==> src/rtl/dmx_regs.svh <==
`ifndef DMX_REGS_SVH
`define DMX_REGS_SVH

// Quarter phases of one instruction cycle.
`define DMX_Q1 2'h0
`define DMX_Q2 2'h1
`define DMX_Q3 2'h2
`define DMX_Q4 2'h3

// Opcode prefixes and their field positions.
`define DMX_PTR_W1_PFX     10'h3B8
`define DMX_PTR_W1_PFX_MSB 15
`define DMX_PTR_W1_PFX_LSB 6
`define DMX_PTR_SEL_MSB    5
`define DMX_PTR_SEL_LSB    4
`define DMX_PTR_W2_PFX     8'hF0
`define DMX_FMOVE_PFX      6'h14
`define DMX_FMOVE_PFX_LSB  10
`define DMX_FMOVE_D_BIT    9
`define DMX_FMOVE_A_BIT    8
`define DMX_FULL_W1_PFX    4'hC
`define DMX_FULL_W2_PFX    4'hF
`define DMX_NIBBLE_LSB     12

// Access bank mapping.
`define DMX_ACCESS_SPLIT   8'h80
`define DMX_ACCESS_LO_BANK 4'h0
`define DMX_ACCESS_HI_BANK 4'hF

// Reset values and the default working-register address.
`define DMX_PTR_RST   12'h000
`define DMX_W_RST     8'h00
`define DMX_FLAG_RST  1'b0
`define DMX_WREG_DFLT 12'hFFF

`endif

==> src/rtl/dmx_pkg.sv <==
`default_nettype none
package dmx_pkg;
  typedef enum logic [1:0] {
    DMX_OP_NONE,
    DMX_OP_PTR,
    DMX_OP_FMOVE,
    DMX_OP_FULL
  } dmx_op_type;

  typedef enum {
    DMX_EXP_FIRST,
    DMX_EXP_PTR2,
    DMX_EXP_FULL2
  } dmx_exp_type;

  typedef enum {
    DMX_CY_IDLE,
    DMX_CY_PTR1,
    DMX_CY_PTR2,
    DMX_CY_FMOVE,
    DMX_CY_FULL1,
    DMX_CY_FULL2
  } dmx_cyc_type;
endpackage
`default_nettype wire

==> src/rtl/dmx_dec_if.sv <==
`default_nettype none
interface dmx_dec_if;
  import dmx_pkg::*;
  dmx_op_type  op;
  logic        ptr_second;
  logic        full_second;
  logic [1:0]  ptr_sel;
  logic [3:0]  imm_hi;
  logic [7:0]  low_byte;
  logic        dest_bit;
  logic        bank_bit;
  logic [11:0] addr12;
  modport dec (output op, ptr_second, full_second, ptr_sel, imm_hi, low_byte,
               dest_bit, bank_bit, addr12);
  modport exe (input op, ptr_second, full_second, ptr_sel, imm_hi, low_byte,
               dest_bit, bank_bit, addr12);
endinterface
`default_nettype wire

==> src/rtl/dmx_exec.sv <==
// Summary of operation
// RULE1: Pointer load writes 12-bit literal, flags untouched.
// RULE2: Pointer load: two words, high then low.
// RULE3: File move to working register or itself.
// RULE4: File move sets negative and zero flags.
// RULE5: Full move copies any address to any.
// RULE6: Full move decoded from 1100/1111 words, no flags.
// RULE7: Working register usable as full-move source/destination.
// RULE8: Software avoids PC-low and stack-top destinations.
// RULE9: Software avoids interrupt changes via full move.
// RULE10: Full move: read source, then write, no dummy read.
`include "dmx_regs.svh"
`default_nettype none
module dmx_exec
  import dmx_pkg::*;
#(
  parameter logic [11:0] WREG_ADDR = `DMX_WREG_DFLT
) (
  // Clock and reset
  input  wire logic              ref_clk,
  input  wire logic              srst,
  // Instruction stream
  input  wire logic [15:0]       instr_word,
  input  wire logic              instr_valid,
  output logic                   instr_take,
  output logic [1:0]             q_phase,
  // Bank selection
  input  wire logic [7:0]        bank_select_reg,
  // Data space
  output logic [11:0]            mem_addr,
  output logic                   mem_rd,
  input  wire logic [7:0]        mem_rdata,
  output logic                   mem_wr,
  output logic [7:0]             mem_wdata,
  // Architectural state
  output logic [7:0]             w_reg,
  output logic                   flag_n,
  output logic                   flag_z,
  output logic [2:0][11:0]       indirect_pointer
);
  dmx_dec_if dec_if ();

  dmx_decoder u_dec (
    .word (instr_word),
    .dec  (dec_if)
  );

  logic [1:0]  q_r;
  dmx_exp_type exp_r;
  dmx_cyc_type cyc_r;
  logic [1:0]  sel_r;
  logic [3:0]  hi_r;
  logic [7:0]  lo_r;
  logic        dest_r;
  logic [11:0] src_r;
  logic [11:0] dst_r;
  logic [7:0]  data_r;
  logic [7:0]  w_r;
  logic        n_r;
  logic        z_r;
  logic [11:0] ptr_r [3];
  logic [11:0] fmove_addr;
  logic [7:0]  rd_data;
  logic        take_first;
  logic        take_ptr2;
  logic        take_full2;
  logic        bad_second;

  assign q_phase = q_r;
  assign w_reg   = w_r;
  assign flag_n  = n_r;
  assign flag_z  = z_r;

  always_ff @(posedge ref_clk) begin
    if (srst) begin
      q_r <= `DMX_Q1;
    end else begin
      q_r <= q_r + 2'h1;
    end
  end

  // Words are taken only at Q1; a missing second word stretches the instruction.
  assign take_first = (q_r == `DMX_Q1) && instr_valid && (exp_r == DMX_EXP_FIRST);
  assign take_ptr2  = (q_r == `DMX_Q1) && instr_valid && (exp_r == DMX_EXP_PTR2)
                      && dec_if.ptr_second; // RULE2
  assign take_full2 = (q_r == `DMX_Q1) && instr_valid && (exp_r == DMX_EXP_FULL2)
                      && dec_if.full_second; // RULE6
  assign bad_second = (q_r == `DMX_Q1) && instr_valid && (exp_r != DMX_EXP_FIRST)
                      && !take_ptr2 && !take_full2;
  assign instr_take = take_first || take_ptr2 || take_full2 || bad_second;

  // Access bank maps low offsets to the bottom bank and high ones to the top bank.
  always_comb begin
    if (dec_if.bank_bit) begin
      fmove_addr = {bank_select_reg[3:0], dec_if.low_byte}; // RULE3
    end else if (dec_if.low_byte < `DMX_ACCESS_SPLIT) begin
      fmove_addr = {`DMX_ACCESS_LO_BANK, dec_if.low_byte}; // RULE3
    end else begin
      fmove_addr = {`DMX_ACCESS_HI_BANK, dec_if.low_byte}; // RULE3
    end
  end

  // The working register answers at its own data-space address.
  assign rd_data = (mem_addr == WREG_ADDR) ? w_r : mem_rdata; // RULE7

  always_ff @(posedge ref_clk) begin
    if (srst) begin
      exp_r <= DMX_EXP_FIRST;
    end else if (take_first && dec_if.op == DMX_OP_PTR) begin
      exp_r <= DMX_EXP_PTR2; // RULE2
    end else if (take_first && dec_if.op == DMX_OP_FULL) begin
      exp_r <= DMX_EXP_FULL2; // RULE10
    end else if (take_ptr2 || take_full2 || bad_second) begin
      exp_r <= DMX_EXP_FIRST;
    end
  end

  always_ff @(posedge ref_clk) begin
    if (srst) begin
      cyc_r <= DMX_CY_IDLE;
    end else if (q_r == `DMX_Q1) begin
      if (take_first) begin
        case (dec_if.op)
          DMX_OP_PTR:   cyc_r <= DMX_CY_PTR1;
          DMX_OP_FMOVE: cyc_r <= DMX_CY_FMOVE;
          DMX_OP_FULL:  cyc_r <= DMX_CY_FULL1;
          default:      cyc_r <= DMX_CY_IDLE;
        endcase
      end else if (take_ptr2) begin
        cyc_r <= DMX_CY_PTR2;
      end else if (take_full2) begin
        cyc_r <= DMX_CY_FULL2;
      end else begin
        cyc_r <= DMX_CY_IDLE;
      end
    end
  end

  // Operand capture at Q1.
  always_ff @(posedge ref_clk) begin
    if (srst) begin
      sel_r  <= 2'h0;
      hi_r   <= 4'h0;
      lo_r   <= 8'h00;
      dest_r <= 1'b0;
      src_r  <= 12'h000;
      dst_r  <= 12'h000;
    end else if (take_first) begin
      sel_r  <= dec_if.ptr_sel;
      hi_r   <= dec_if.imm_hi;
      dest_r <= dec_if.dest_bit;
      src_r  <= (dec_if.op == DMX_OP_FULL) ? dec_if.addr12 : fmove_addr; // RULE5
    end else if (take_ptr2) begin
      lo_r   <= dec_if.low_byte;
    end else if (take_full2) begin
      dst_r  <= dec_if.addr12; // RULE5
    end
  end

  // Data-space strobes: read in Q2, write in Q4, no read in the second full-move cycle.
  always_ff @(posedge ref_clk) begin
    if (srst) begin
      mem_addr <= 12'h000;
      mem_rd   <= 1'b0;
    end else if (take_first && dec_if.op == DMX_OP_FMOVE) begin
      mem_addr <= fmove_addr; // RULE3
      mem_rd   <= (fmove_addr != WREG_ADDR);
    end else if (take_first && dec_if.op == DMX_OP_FULL) begin
      mem_addr <= dec_if.addr12; // RULE10
      mem_rd   <= (dec_if.addr12 != WREG_ADDR); // RULE7
    end else if (q_r == `DMX_Q3 && (cyc_r == DMX_CY_FULL2 ||
                 (cyc_r == DMX_CY_FMOVE && dest_r))) begin
      mem_addr <= (cyc_r == DMX_CY_FULL2) ? dst_r : src_r; // RULE10
      mem_rd   <= 1'b0;
    end else begin
      mem_rd   <= 1'b0;
    end
  end

  always_ff @(posedge ref_clk) begin
    if (srst) begin
      data_r <= 8'h00;
    end else if (q_r == `DMX_Q2 && (cyc_r == DMX_CY_FMOVE || cyc_r == DMX_CY_FULL1)) begin
      data_r <= rd_data; // RULE10
    end
  end

  // Writes that land on the working register stay inside the block.
  always_ff @(posedge ref_clk) begin
    if (srst) begin
      mem_wr    <= 1'b0;
      mem_wdata <= 8'h00;
    end else if (q_r == `DMX_Q3 && cyc_r == DMX_CY_FULL2) begin
      mem_wr    <= (dst_r != WREG_ADDR); // RULE7
      mem_wdata <= data_r; // RULE5
    end else if (q_r == `DMX_Q3 && cyc_r == DMX_CY_FMOVE && dest_r) begin
      mem_wr    <= (src_r != WREG_ADDR); // RULE3
      mem_wdata <= data_r;
    end else begin
      mem_wr    <= 1'b0;
    end
  end

  always_ff @(posedge ref_clk) begin
    if (srst) begin
      w_r <= `DMX_W_RST;
    end else if (q_r == `DMX_Q4 && cyc_r == DMX_CY_FMOVE
                 && (!dest_r || src_r == WREG_ADDR)) begin
      w_r <= data_r; // RULE3
    end else if (q_r == `DMX_Q4 && cyc_r == DMX_CY_FULL2 && dst_r == WREG_ADDR) begin
      w_r <= data_r; // RULE7
    end
  end

  // Only the file move touches the flags.
  always_ff @(posedge ref_clk) begin
    if (srst) begin
      n_r <= `DMX_FLAG_RST;
      z_r <= `DMX_FLAG_RST;
    end else if (q_r == `DMX_Q4 && cyc_r == DMX_CY_FMOVE) begin
      n_r <= data_r[7]; // RULE4
      z_r <= (data_r == 8'h00); // RULE4
    end
  end

  // Selector 3 names no pointer and writes nothing.
  for (genvar i = 0; i < 3; i++) begin : g_ptr
    always_ff @(posedge ref_clk) begin
      if (srst) begin
        ptr_r[i] <= `DMX_PTR_RST;
      end else if (q_r == `DMX_Q4 && sel_r == 2'(i) && cyc_r == DMX_CY_PTR1) begin
        ptr_r[i][11:8] <= hi_r; // RULE2
      end else if (q_r == `DMX_Q4 && sel_r == 2'(i) && cyc_r == DMX_CY_PTR2) begin
        ptr_r[i][7:0] <= lo_r; // RULE1
      end
    end
  end

  // One driver for the whole packed output.
  assign indirect_pointer = {ptr_r[2], ptr_r[1], ptr_r[0]};
endmodule
`default_nettype wire

==> src/rtl/dmx_decoder.sv <==
`include "dmx_regs.svh"
`default_nettype none
module dmx_decoder
  import dmx_pkg::*;
(
  // Instruction word
  input  wire logic [15:0] word,
  // Decoded fields
  dmx_dec_if.dec           dec
);
  always_comb begin
    dec.op = DMX_OP_NONE;
    if (word[`DMX_PTR_W1_PFX_MSB:`DMX_PTR_W1_PFX_LSB] == `DMX_PTR_W1_PFX) begin
      dec.op = DMX_OP_PTR; // RULE2
    end else if (word[15:`DMX_FMOVE_PFX_LSB] == `DMX_FMOVE_PFX) begin
      dec.op = DMX_OP_FMOVE; // RULE3
    end else if (word[15:`DMX_NIBBLE_LSB] == `DMX_FULL_W1_PFX) begin
      dec.op = DMX_OP_FULL; // RULE6
    end
  end

  assign dec.ptr_second  = (word[15:8] == `DMX_PTR_W2_PFX);
  assign dec.full_second = (word[15:`DMX_NIBBLE_LSB] == `DMX_FULL_W2_PFX); // RULE6
  assign dec.ptr_sel     = word[`DMX_PTR_SEL_MSB:`DMX_PTR_SEL_LSB];
  assign dec.imm_hi      = word[3:0];
  assign dec.low_byte    = word[7:0];
  assign dec.dest_bit    = word[`DMX_FMOVE_D_BIT];
  assign dec.bank_bit    = word[`DMX_FMOVE_A_BIT];
  assign dec.addr12      = word[11:0];
endmodule
`default_nettype wire

==> config.mk <==
export PLATFORM = sky130hd
export DESIGN_NAME = dmx_exec
export DESIGN_NICKNAME = d
export VERILOG_FILES = /design/src/rtl/dmx_pkg.sv /design/src/rtl/dmx_dec_if.sv /design/src/rtl/dmx_exec.sv /design/src/rtl/dmx_decoder.sv
export VERILOG_INCLUDE_DIRS = /design/src /design/src/rtl
export SDC_FILE = /design/constraint.sdc
export NUM_CORES = 1
export LEC_CHECK = 0
export BUFFER_PORTS_ARGS = -buffer_cell sky130_fd_sc_hd__buf_2
export CAP_MARGIN = 20
export CELL_PAD_IN_SITES_DETAIL_PLACEMENT = 0
export CELL_PAD_IN_SITES_GLOBAL_PLACEMENT = 1
export CORE_MARGIN = 10
export CORE_UTILIZATION = 45
export CTS_CLUSTER_DIAMETER = 200
export CTS_CLUSTER_SIZE = 20
export DETAILED_ROUTE_END_ITERATION = 12
export PLACE_DENSITY_LB_ADDON = 0.1
export SLEW_MARGIN = 20
export SYNTH_ARGS = -nofsm -noshare
export SYNTH_HDL_FRONTEND = slang
export SYNTH_SLANG_ARGS = --single-unit
==> constraint.sdc <==
create_clock -name ref_clk -period 4 [get_ports ref_clk]
set_input_delay 0.2 -clock ref_clk [delete_from_list [all_inputs] [get_ports ref_clk]]
set_output_delay 0.2 -clock ref_clk [all_outputs]
set_load 0.02 [all_outputs]
==> results of run 1 <==
cell families after synthesis:
| kind of cell | Yosys count | share of synthesized area (%) |
|---|---|---|
| fa+ha+maj | 7 | 1.66 |
| flops | 116 | 50.8 |
| compound gates | 66 | 9.41 |
| simple gates | 206 | 21.9 |
| buf+inv | 35 | 3.01 |
| mux | 68 | 13.2 |
layout make-up:
type | count | area [sq um]
clock buffer | 21 | 472
clock inverter | 11 | 82.6
fill | 998 | 5040
inverter | 8 | 30.0
multi-input combinational | 347 | 2440
sequential | 116 | 2680
tap | 143 | 179
timing repair buffer | 105 | 539
layout by cell type (no fill, tap or decap), drive strengths merged, types with 7 or more instances in the layout:
cell type / Yosys / layout
nand3b: 7 / 7
nand4: 14 / 14
a21oi: 18 / 18
ha: 7 / 7
nand2b: 23 / 23
dfxtp: 80 / 80
and2: 37 / 37
edfxtp: 36 / 36
buf: 11 / 105
nor3: 9 / 9
mux2i: 56 / 56
o2bb2ai: 8 / 8
a211oi: 10 / 10
mux2: 12 / 12
nor2: 53 / 53
clkinv: 0 / 7
inv: 8 / 8
nand2: 31 / 31
clkbuf: 16 / 21
cell usage after synthesis (2+ instances only):
cell type and instances:
o211ai_1 3, ha_1 7, edfxtp_1 36, nor4_1 4, nor2b_1 5, nor2_1 53
nor3_1 8, a311oi_1 4, mux2_2 12, dfxtp_1 80, mux2i_1 56, nand3b_1 7
o2bb2ai_1 8, a21o_1 6, nand4_1 14, o311ai_0 2, buf_4 3, o21ai_0 6
a21oi_1 18, nor4b_1 2, a211oi_2 2, inv_1 8, or2_2 4, buf_2 6
and3b_1 2, nand2_1 31, a211oi_1 8, clkbuf_1 15, and2_1 37, and4bb_2 2
nand2b_1 23
critical path, cell delays in order, from the launching register on:
cell	delay (ns)
dfxtp_1	0.34
inv_1	0.10
ha_1	0.22
and4bb_1	0.84
nand2_1	0.32
or2_2	0.35
a311oi_1	0.27
layer usage:
metal  GRT usage, %  share of wire, %  vias to the layer above
met5              0                 0                        -
met4           6.09               1.1                        0
met3           5.29               6.8                       13
met2           26.1                49                      111
met1           19.2                43                     1876
li1               -                 -                     1996
worst max-delay path by stage:
| stage | slack, ns | cells after the start | to |
|---|---|---|---|
| finish | 1.46 | 6 | mem_addr[11] |
| CTS | 1.45 | 6 | mem_addr[2] |
| global route | 1.21 | 6 | mem_addr[5] |
| global placement | 1.37 | 9 | mem_addr[3] |
| detailed placement | 1.30 | 10 | mem_addr[8] |
| floorplan | 1.95 | 8 | mem_addr[8] |
through the flow:
stage                     cells  utilization, %
after CTS                   750            56.0
after global placement      718            51.1
after global routing        751            56.1
final                       751            56.1
after detailed placement    718            51.1
after floorplan             498               -
where the power goes:
group / internal (mW) / switching [mW]
combinational: 0.0590 / 0.113
clock: 0.892 / 0.501
sequential: 1.24 / 0.0180
total: 2.19 / 0.632
==> results_dict.tcl, run 1 <==
set metrics [dict create \
    drc 0 \
    ys_types 57 \
    finClkSkew_ns 0.00633 \
    cts_tree "yes" \
    power_leakage_nw 2.58 \
    tightest_slew_ns 0.935 \
    critical_path_arrival_ns 2.85 \
    setup_slack_ns 1.46 \
    drive_above_1_share_pct 26.3 \
    grt_pass1_vias 3936 \
    cap_violations 0 \
    diodes 0 \
    clockBufferDepth 2 \
    async_flop_share_pct 0 \
    cp_data_required_time_ns 4.31 \
    io_pins 106 \
    area_growth_pct 21.8 \
    worstRegToRegCells 6 \
    clock-root-buffer "clkbuf_16" \
    grt_overflow 0 \
    wl_per_cell_um 17.5 \
    hold_ws_ns 0.0926 \
    antenna_found_initial 0 \
    cts_hold_buf 0 \
    yosys.area.top_type "dfxtp_1" \
    status "completed" \
    rsz0062_at_grt "no" \
    crit_type "flip-flop to flip-flop" \
    gr-usage-all-layers_pct 16.0 \
    drt_first_pass_iters 4 \
    core_area_sq_um 11500 \
    hold_violations 0 \
    nets 637 \
    r2r-start "q_phase[0]" \
    cts_resized 0 \
    h-tree-depth 4 \
    period_share_pct 63.4 \
    yosys_warnings 0 \
    synthCells 498 \
    end_kind "flip-flop" \
    p_per_area_nw_per_um2 439 \
    vias 3996 \
    routed_via_density 5.32 \
    reg2reg_slack_ns 1.46 \
    synthTopCellsByArea "dfxtp_1 (30%), edfxtp_1 (20%), mux2i_1 (11%), and2_1 (4.4%), nor2_1 (3.8%)" \
    hold_end "hi_r[2]" \
    slew-limit-headroom_pct 37.7 \
    postPlaceCellArea_sq_um 5860 \
    power_mw 2.82 \
    dieHeight_um 128 \
    min_period_ns 2.54 \
    ys_seq_elements 116 \
    avgSynthCellArea_sq_um 10.6 \
    initial_core_util_pct 46.0 \
    largest-register "ptr_r" \
    grt_pass1_wl_um 20900 \
    hp-start "instr_word[2]" \
    fin_tns_setup_ns 0 \
    synth_top_area_share_pct 30.3 \
    largest_reg_flops 36 \
    seq_area_frac_synth_pct 50.8 \
    drv_slew 0 \
    clkTransAtPathRegs_ns 0.05 \
    insertion_delay_ns 0.41 \
    netlist_area_sq_um 5280 \
    gp_congestion 0.786 \
    rows 39 \
    grt_max_degree 62 \
    hold_depth 3 \
    top_regs "ptr_r: 36 flops, dst_r: 12 flops, mem_addr: 12 flops" \
    dieWidth_um 128 \
    r2r_end "mem_addr[11]" \
    ir_worst_vdd_uv 278 \
    min_path_type "input port to flip-flop" \
    cts.sinks 116 \
    ant_nets 0 \
    drt-total-wl_um 13100 \
    cts_made_buffers 17 \
    synthFlopType "dfxtp_1" \
    fmax_mhz 394 \
    dp_hpwl_um 9560 \
    setup_viol 0 \
    synth-edff-count 36 \
    postLayoutCellArea_sq_um 6430 \
    dieArea_sq_um 16500 \
    io_buffers 101 \
    start_kind "flip-flop" \
    drt_iter0_markers 231 \
    path_max_fanout 24 \
    crit_start "q_phase[0]" \
    postCtsSetupRepairBufs 0 \
    pre_cts_slack_ns 1.30 \
    syn_nets 540 \
]
Power figures use the tool's default switching activity.
==> run 2, diff against run 1 <==
Settings changed: ABC_AREA from default to 1, CORE_UTILIZATION 45 to 36.
Clock period 4 ns to 2 ns, I/O delays scaled along.
==> results_dict.tcl, run 2 <==
set metrics [dict create \
    status "completed" \
    ant_nets 0 \
    drive_above_1_share_pct 19.6 \
    largest_reg_flops 36 \
    synth-edff-count 36 \
    io_buffers 101 \
    dieWidth_um 140 \
    fin_tns_setup_ns 0 \
    dieArea_sq_um 19600 \
    rsz0062_at_grt "no" \
    synthFlopType "dfxtp_1" \
    wl_per_cell_um 14.9 \
    yosys.area.top_type "dfxtp_1" \
    h-tree-depth 4 \
    path_cells "inv_1 -> ha_1 -> nand2_1 -> inv_2 -> nand3_2 -> nand2_4 -> inv_1 -> nand2_1 -> nand2_1 -> nor2_1 -> nor2_1" \
    grt_pass1_wl_um 23900 \
    cpMaxStageDelayCell "dfxtp_2" \
    diodes 0 \
    cts.sinks 116 \
    synthCells 678 \
    layout_commonest_cell "nand2_1" \
    netlist_area_sq_um 5170 \
    seq_area_frac_synth_pct 51.9 \
    io_pins 106 \
    cpLargestDelayFamily "simple AND/OR/NAND/NOR gates" \
    cap_violations 0 \
    pre_cts_slack_ns 0.0465 \
    crit_type "flip-flop to flip-flop" \
    postCtsSetupRepairBufs 0 \
    routed_via_density 4.79 \
    setup_slack_ns 0.230 \
    insertion_delay_ns 0.42 \
    min_path_type "input port to flip-flop" \
    clockBufferDepth 2 \
    clkTransAtPathRegs_ns 0.05 \
    ir_worst_vdd_uv 513 \
    synth_top_area_share_pct 31.0 \
    rows 43 \
    syn_nets 720 \
    tightest_slew_ns 0.648 \
    nets 849 \
    drc 0 \
    yosys_warnings 0 \
    antenna_found_initial 0 \
    vias 4794 \
    gp_congestion 0.900 \
    critical_path_arrival_ns 2.07 \
    fmax_mhz 565 \
    dieHeight_um 140 \
    timing.critical_path.mode_cell "nand2_1" \
    drt-total-wl_um 14900 \
    cp_data_required_time_ns 2.30 \
    avgSynthCellArea_sq_um 7.63 \
    grt_max_degree 45 \
    gr-usage-all-layers_pct 15.1 \
    ys_types 29 \
    power_leakage_nw 2.98 \
    period_share_pct 88.5 \
    hold_violations 0 \
    async_flop_share_pct 0 \
    clock-root-buffer "clkbuf_16" \
    path_max_fanout 11 \
    dp_hpwl_um 11200 \
    drt_iter0_markers 365 \
    finClkSkew_ns 0.00963 \
    core_area_sq_um 14000 \
    cts_made_buffers 17 \
    critical_path.max_stage_delay_ns 0.34 \
    slew-limit-headroom_pct 56.5 \
    ys_seq_elements 116 \
    setup_viol 0 \
    p_per_area_nw_per_um2 875 \
    end_kind "flip-flop" \
    final_cell_mix "nand2_1 (147), nor2_1 (113), buf_2 (101)" \
    grt_overflow 0 \
    top_regs "ptr_r: 36 flops, dst_r: 12 flops, mem_addr: 12 flops" \
    critPathBufInv 3 \
    start_kind "flip-flop" \
    min_period_ns 1.77 \
    initial_core_util_pct 37.0 \
    area_growth_pct 28.1 \
    synthTopCellsByArea "dfxtp_1 (31%), edfxtp_1 (21%), nand2_1 (11%), nor2_1 (8.2%), o21ai_0 (6.4%)" \
    drv_slew 0 \
    synth_most_common_cell "nand2_1" \
    netlist_top_cells_count "nand2_1 (148), nor2_1 (113), inv_1 (81)" \
    grt_pass1_vias 4594 \
    drt_first_pass_iters 5 \
    largest-register "ptr_r" \
    cts_tree "yes" \
]
run 2: changes by cell type after synthesis, sizes merged, moves of 56 or more:
cell,change
o21ai,+64
mux2i,-56
nor2,+61
nand2,+119
inv,+75
run 2: repair_timing:
action | 4_1_cts | 5_1_grt
endpoints found under the setup margin | 0 | 9
hold endpoints to repair | 10 | 0
gates resized for setup | 0 | 2
hold buffers | 10 | 0
run 2: power by group:
part / switching (mW) / internal (mW)
Clock: 1.05 / 1.80
Sequential: 0.0366 / 2.48
Combinational: 0.282 / 0.140
run 2: final timing paths:
| kind | start | to | slack [ns] | cells past startpoint |
|---|---|---|---|---|
| max | q_phase[0] | mem_addr[3] | 0.23 | 11 |
| min | instr_word[4] | lo_r[4] | 0.02 | 3 |
| max reg2reg | q_phase[0] | mem_addr[3] | 0.23 | 11 |
| min reg2reg | q_phase[0] | q_phase[0] | 0.46 | 1 |
run 2: stage by stage:
stage	power, mW	hold WS (ns)	instances	util [%]	cell area, sq um
2_1_floorplan	2.80	0.245	678	-	5170
5_1_grt	6.01	0.0113	1000	47.4	6620
3_5_place_dp	2.97	0.401	958	42.7	5970
6_report	5.80	0.0198	1000	47.4	6620
4_1_cts	5.86	0.00591	1000	47.3	6620
3_3_place_gp	2.97	0.400	958	42.7	5970
run 2: cells by family after synthesis:
| kind of cell | count (synthesis) | synth area share [%] |
|---|---|---|
| AND/OR/NAND/NOR | 316 | 25.3 |
| AO/OA/AOI/OAI | 133 | 13.2 |
| adder cells (fa/ha/maj) | 7 | 1.69 |
| flip-flops | 116 | 51.9 |
| buffers and inverters | 106 | 7.89 |
run 2: tightest hold or removal path: stages:
cell	delay (ns)
buf_2	0.12
o21ai_0	0.09
nor2_1	0.08
run 2: cell type report:
class | count | area [sq um]
clock buffer | 20 | 437
clock inverter | 12 | 114
fill | 1447 | 7360
inverter | 83 | 312
multi-input combinational | 456 | 2080
sequential | 116 | 2680
tap | 180 | 225
timing repair buffer | 133 | 771
run 2: layer usage:
layer / routed length, um / part of all wire, % / GRT usage [%]
met5: 0 / 0 / 0
met1: 7020 / 47 / 19.5
met3: 959 / 6.5 / 4.70
met4: 257 / 1.7 / 6.20
met2: 6630 / 45 / 22.9
==> run 3, diff against run 2 <==
Settings changed: CORE_ASPECT_RATIO from default to 0.7.
==> results_dict.tcl, run 3 (synthesis gave the netlist of run 2 again) <==
set metrics [dict create \
    status "completed" \
    grt_overflow 0 \
    clock-root-buffer "clkbuf_16" \
    initial_core_util_pct 36.9 \
    fin_tns_setup_ns 0 \
    insertion_delay_ns 0.42 \
    diodes 0 \
    cts_tree "yes" \
    drive_above_1_share_pct 21.2 \
    cts_made_buffers 17 \
    gp_congestion 0.893 \
    grt_pass1_vias 4570 \
    cpMaxStageDelayCell "dfxtp_1" \
    final_cell_mix "nand2_1 (147), nor2_1 (113), buf_2 (101)" \
    clockBufferDepth 2 \
    start_kind "flip-flop" \
    rsz0062_at_grt "no" \
    cp_data_required_time_ns 2.34 \
    min_path_type "input port to flip-flop" \
    critical_path.max_stage_delay_ns 0.38 \
    top_regs "ptr_r: 36 flops, dst_r: 12 flops, mem_addr: 12 flops" \
    antenna_found_initial 0 \
    path_max_fanout 14 \
    grt_pass1_wl_um 23900 \
    crit_start "q_phase[1]" \
    drc 0 \
    r2r-start "q_phase[1]" \
    power_leakage_nw 3.03 \
    hold_violations 0 \
    rows 36 \
    drt_iter0_markers 302 \
    setup_viol 0 \
    core_area_sq_um 14000 \
    dp_hpwl_um 11600 \
    fmax_mhz 557 \
    tightest_slew_ns 0.453 \
    end_kind "flip-flop" \
    placed_cells 972 \
    dieHeight_um 120 \
    slew-limit-headroom_pct 69.8 \
    routed_via_density 4.64 \
    clkTransAtPathRegs_ns 0.06 \
    gr-usage-all-layers_pct 15.3 \
    h-tree-depth 4 \
    vias 4712 \
    setup_slack_ns 0.205 \
    drt_first_pass_iters 6 \
    cts.sinks 116 \
    ant_nets 0 \
    timing.critical_path.mode_cell "buf_4" \
    hp-start "instr_word[9]" \
    cap_violations 0 \
    io_buffers 101 \
    critical_path_arrival_ns 2.14 \
    min_period_ns 1.80 \
    postCtsSetupRepairBufs 0 \
    drv_slew 0 \
    largest-register "ptr_r" \
    ir_worst_vdd_uv 612 \
    finClkSkew_ns 0.0115 \
    layout_commonest_cell "nand2_1" \
    drt-total-wl_um 15200 \
    path_cells "inv_1 -> ha_1 -> nand2_2 -> inv_2 -> nand3_2 -> nand2_4 -> buf_4 -> nor2_4 -> buf_4 -> nor2_1 -> a21oi_1" \
    pre_cts_slack_ns -0.0220 \
    largest_reg_flops 36 \
    grt_max_degree 31 \
    nets 854 \
    wl_per_cell_um 15.0 \
    finalNonFillerCells 1015 \
    area_growth_pct 30.2 \
    p_per_area_nw_per_um2 891 \
    crit_type "flip-flop to flip-flop" \
    dieArea_sq_um 19600 \
    io_pins 106 \
    period_share_pct 89.8 \
    dieWidth_um 163 \
]
## run 3: final cells by class
| cell class | count | area (sq um) |
|---|---|---|
| Tap cell | 190 | 238 |
| Timing Repair Buffer | 138 | 811 |
| Fill cell | 1409 | 7280 |
| Clock buffer | 17 | 425 |
| Clock inverter | 15 | 169 |
| Sequential cell | 116 | 2680 |
| Multi-Input combinational cell | 456 | 2090 |
| Inverter | 83 | 315 |
## run 3: path summary, 6_finish.rpt
| kind | slack, ns | cells past startpoint | endpoint |
|---|---|---|---|
| setup / recovery | 0.20 | 11 | mem_addr[10] |
| hold / removal | 0.03 | 3 | dest_r |
| setup reg to reg | 0.20 | 11 | mem_addr[10] |
| hold reg to reg | 0.46 | 1 | q_phase[0] |
## run 3: routing by layer
| layer | vias to the layer above | track usage [%] | part of all wire, % | routed length, um |
|---|---|---|---|---|
| met5 | - | 0 | 0 | 0 |
| met4 | 0 | 4.49 | 0.61 | 93 |
| met3 | 8 | 4.81 | 8.9 | 1350 |
| met2 | 148 | 20.9 | 40 | 6030 |
| met1 | 2089 | 22.3 | 51 | 7710 |
| li1 | 2467 | - | - | - |
## run 3: what timing repair did
item	in CTS	in global routing
hold buffers	11	0
resized for setup	0	7
endpoints found under the setup margin	0	13
hold endpoints to repair	10	0
## run 3: where the power goes
| group | internal [mW] | leakage (nW) | switching [mW] | total [mW] |
|---|---|---|---|---|
| clock network | 1.86 | 0.283 | 1.18 | 3.05 |
| logic | 0.147 | 1.73 | 0.290 | 0.437 |
| registers | 2.48 | 1.02 | 0.0347 | 2.52 |
## run 3: critical path: cells and delay by family, from the launching register on
kind	cells	cell delay, ns
compound gates	1	0.16
fa+ha+maj	1	0.21
buf+inv	4	0.52
flops	1	0.38
simple gates	5	0.45
## run 3: through the flow
stage	hold WS [ns]	area, sq um	utilization (%)	total power [mW]
final	0.0269	6730	48.1	6.00
after global routing	0.0148	6730	48.1	6.20
after CTS	0.00222	6720	47.9	6.06
after detailed placement	0.403	6010	42.9	2.98
after global placement	0.392	6010	42.9	2.98
after floorplan	0.245	5170	-	2.80
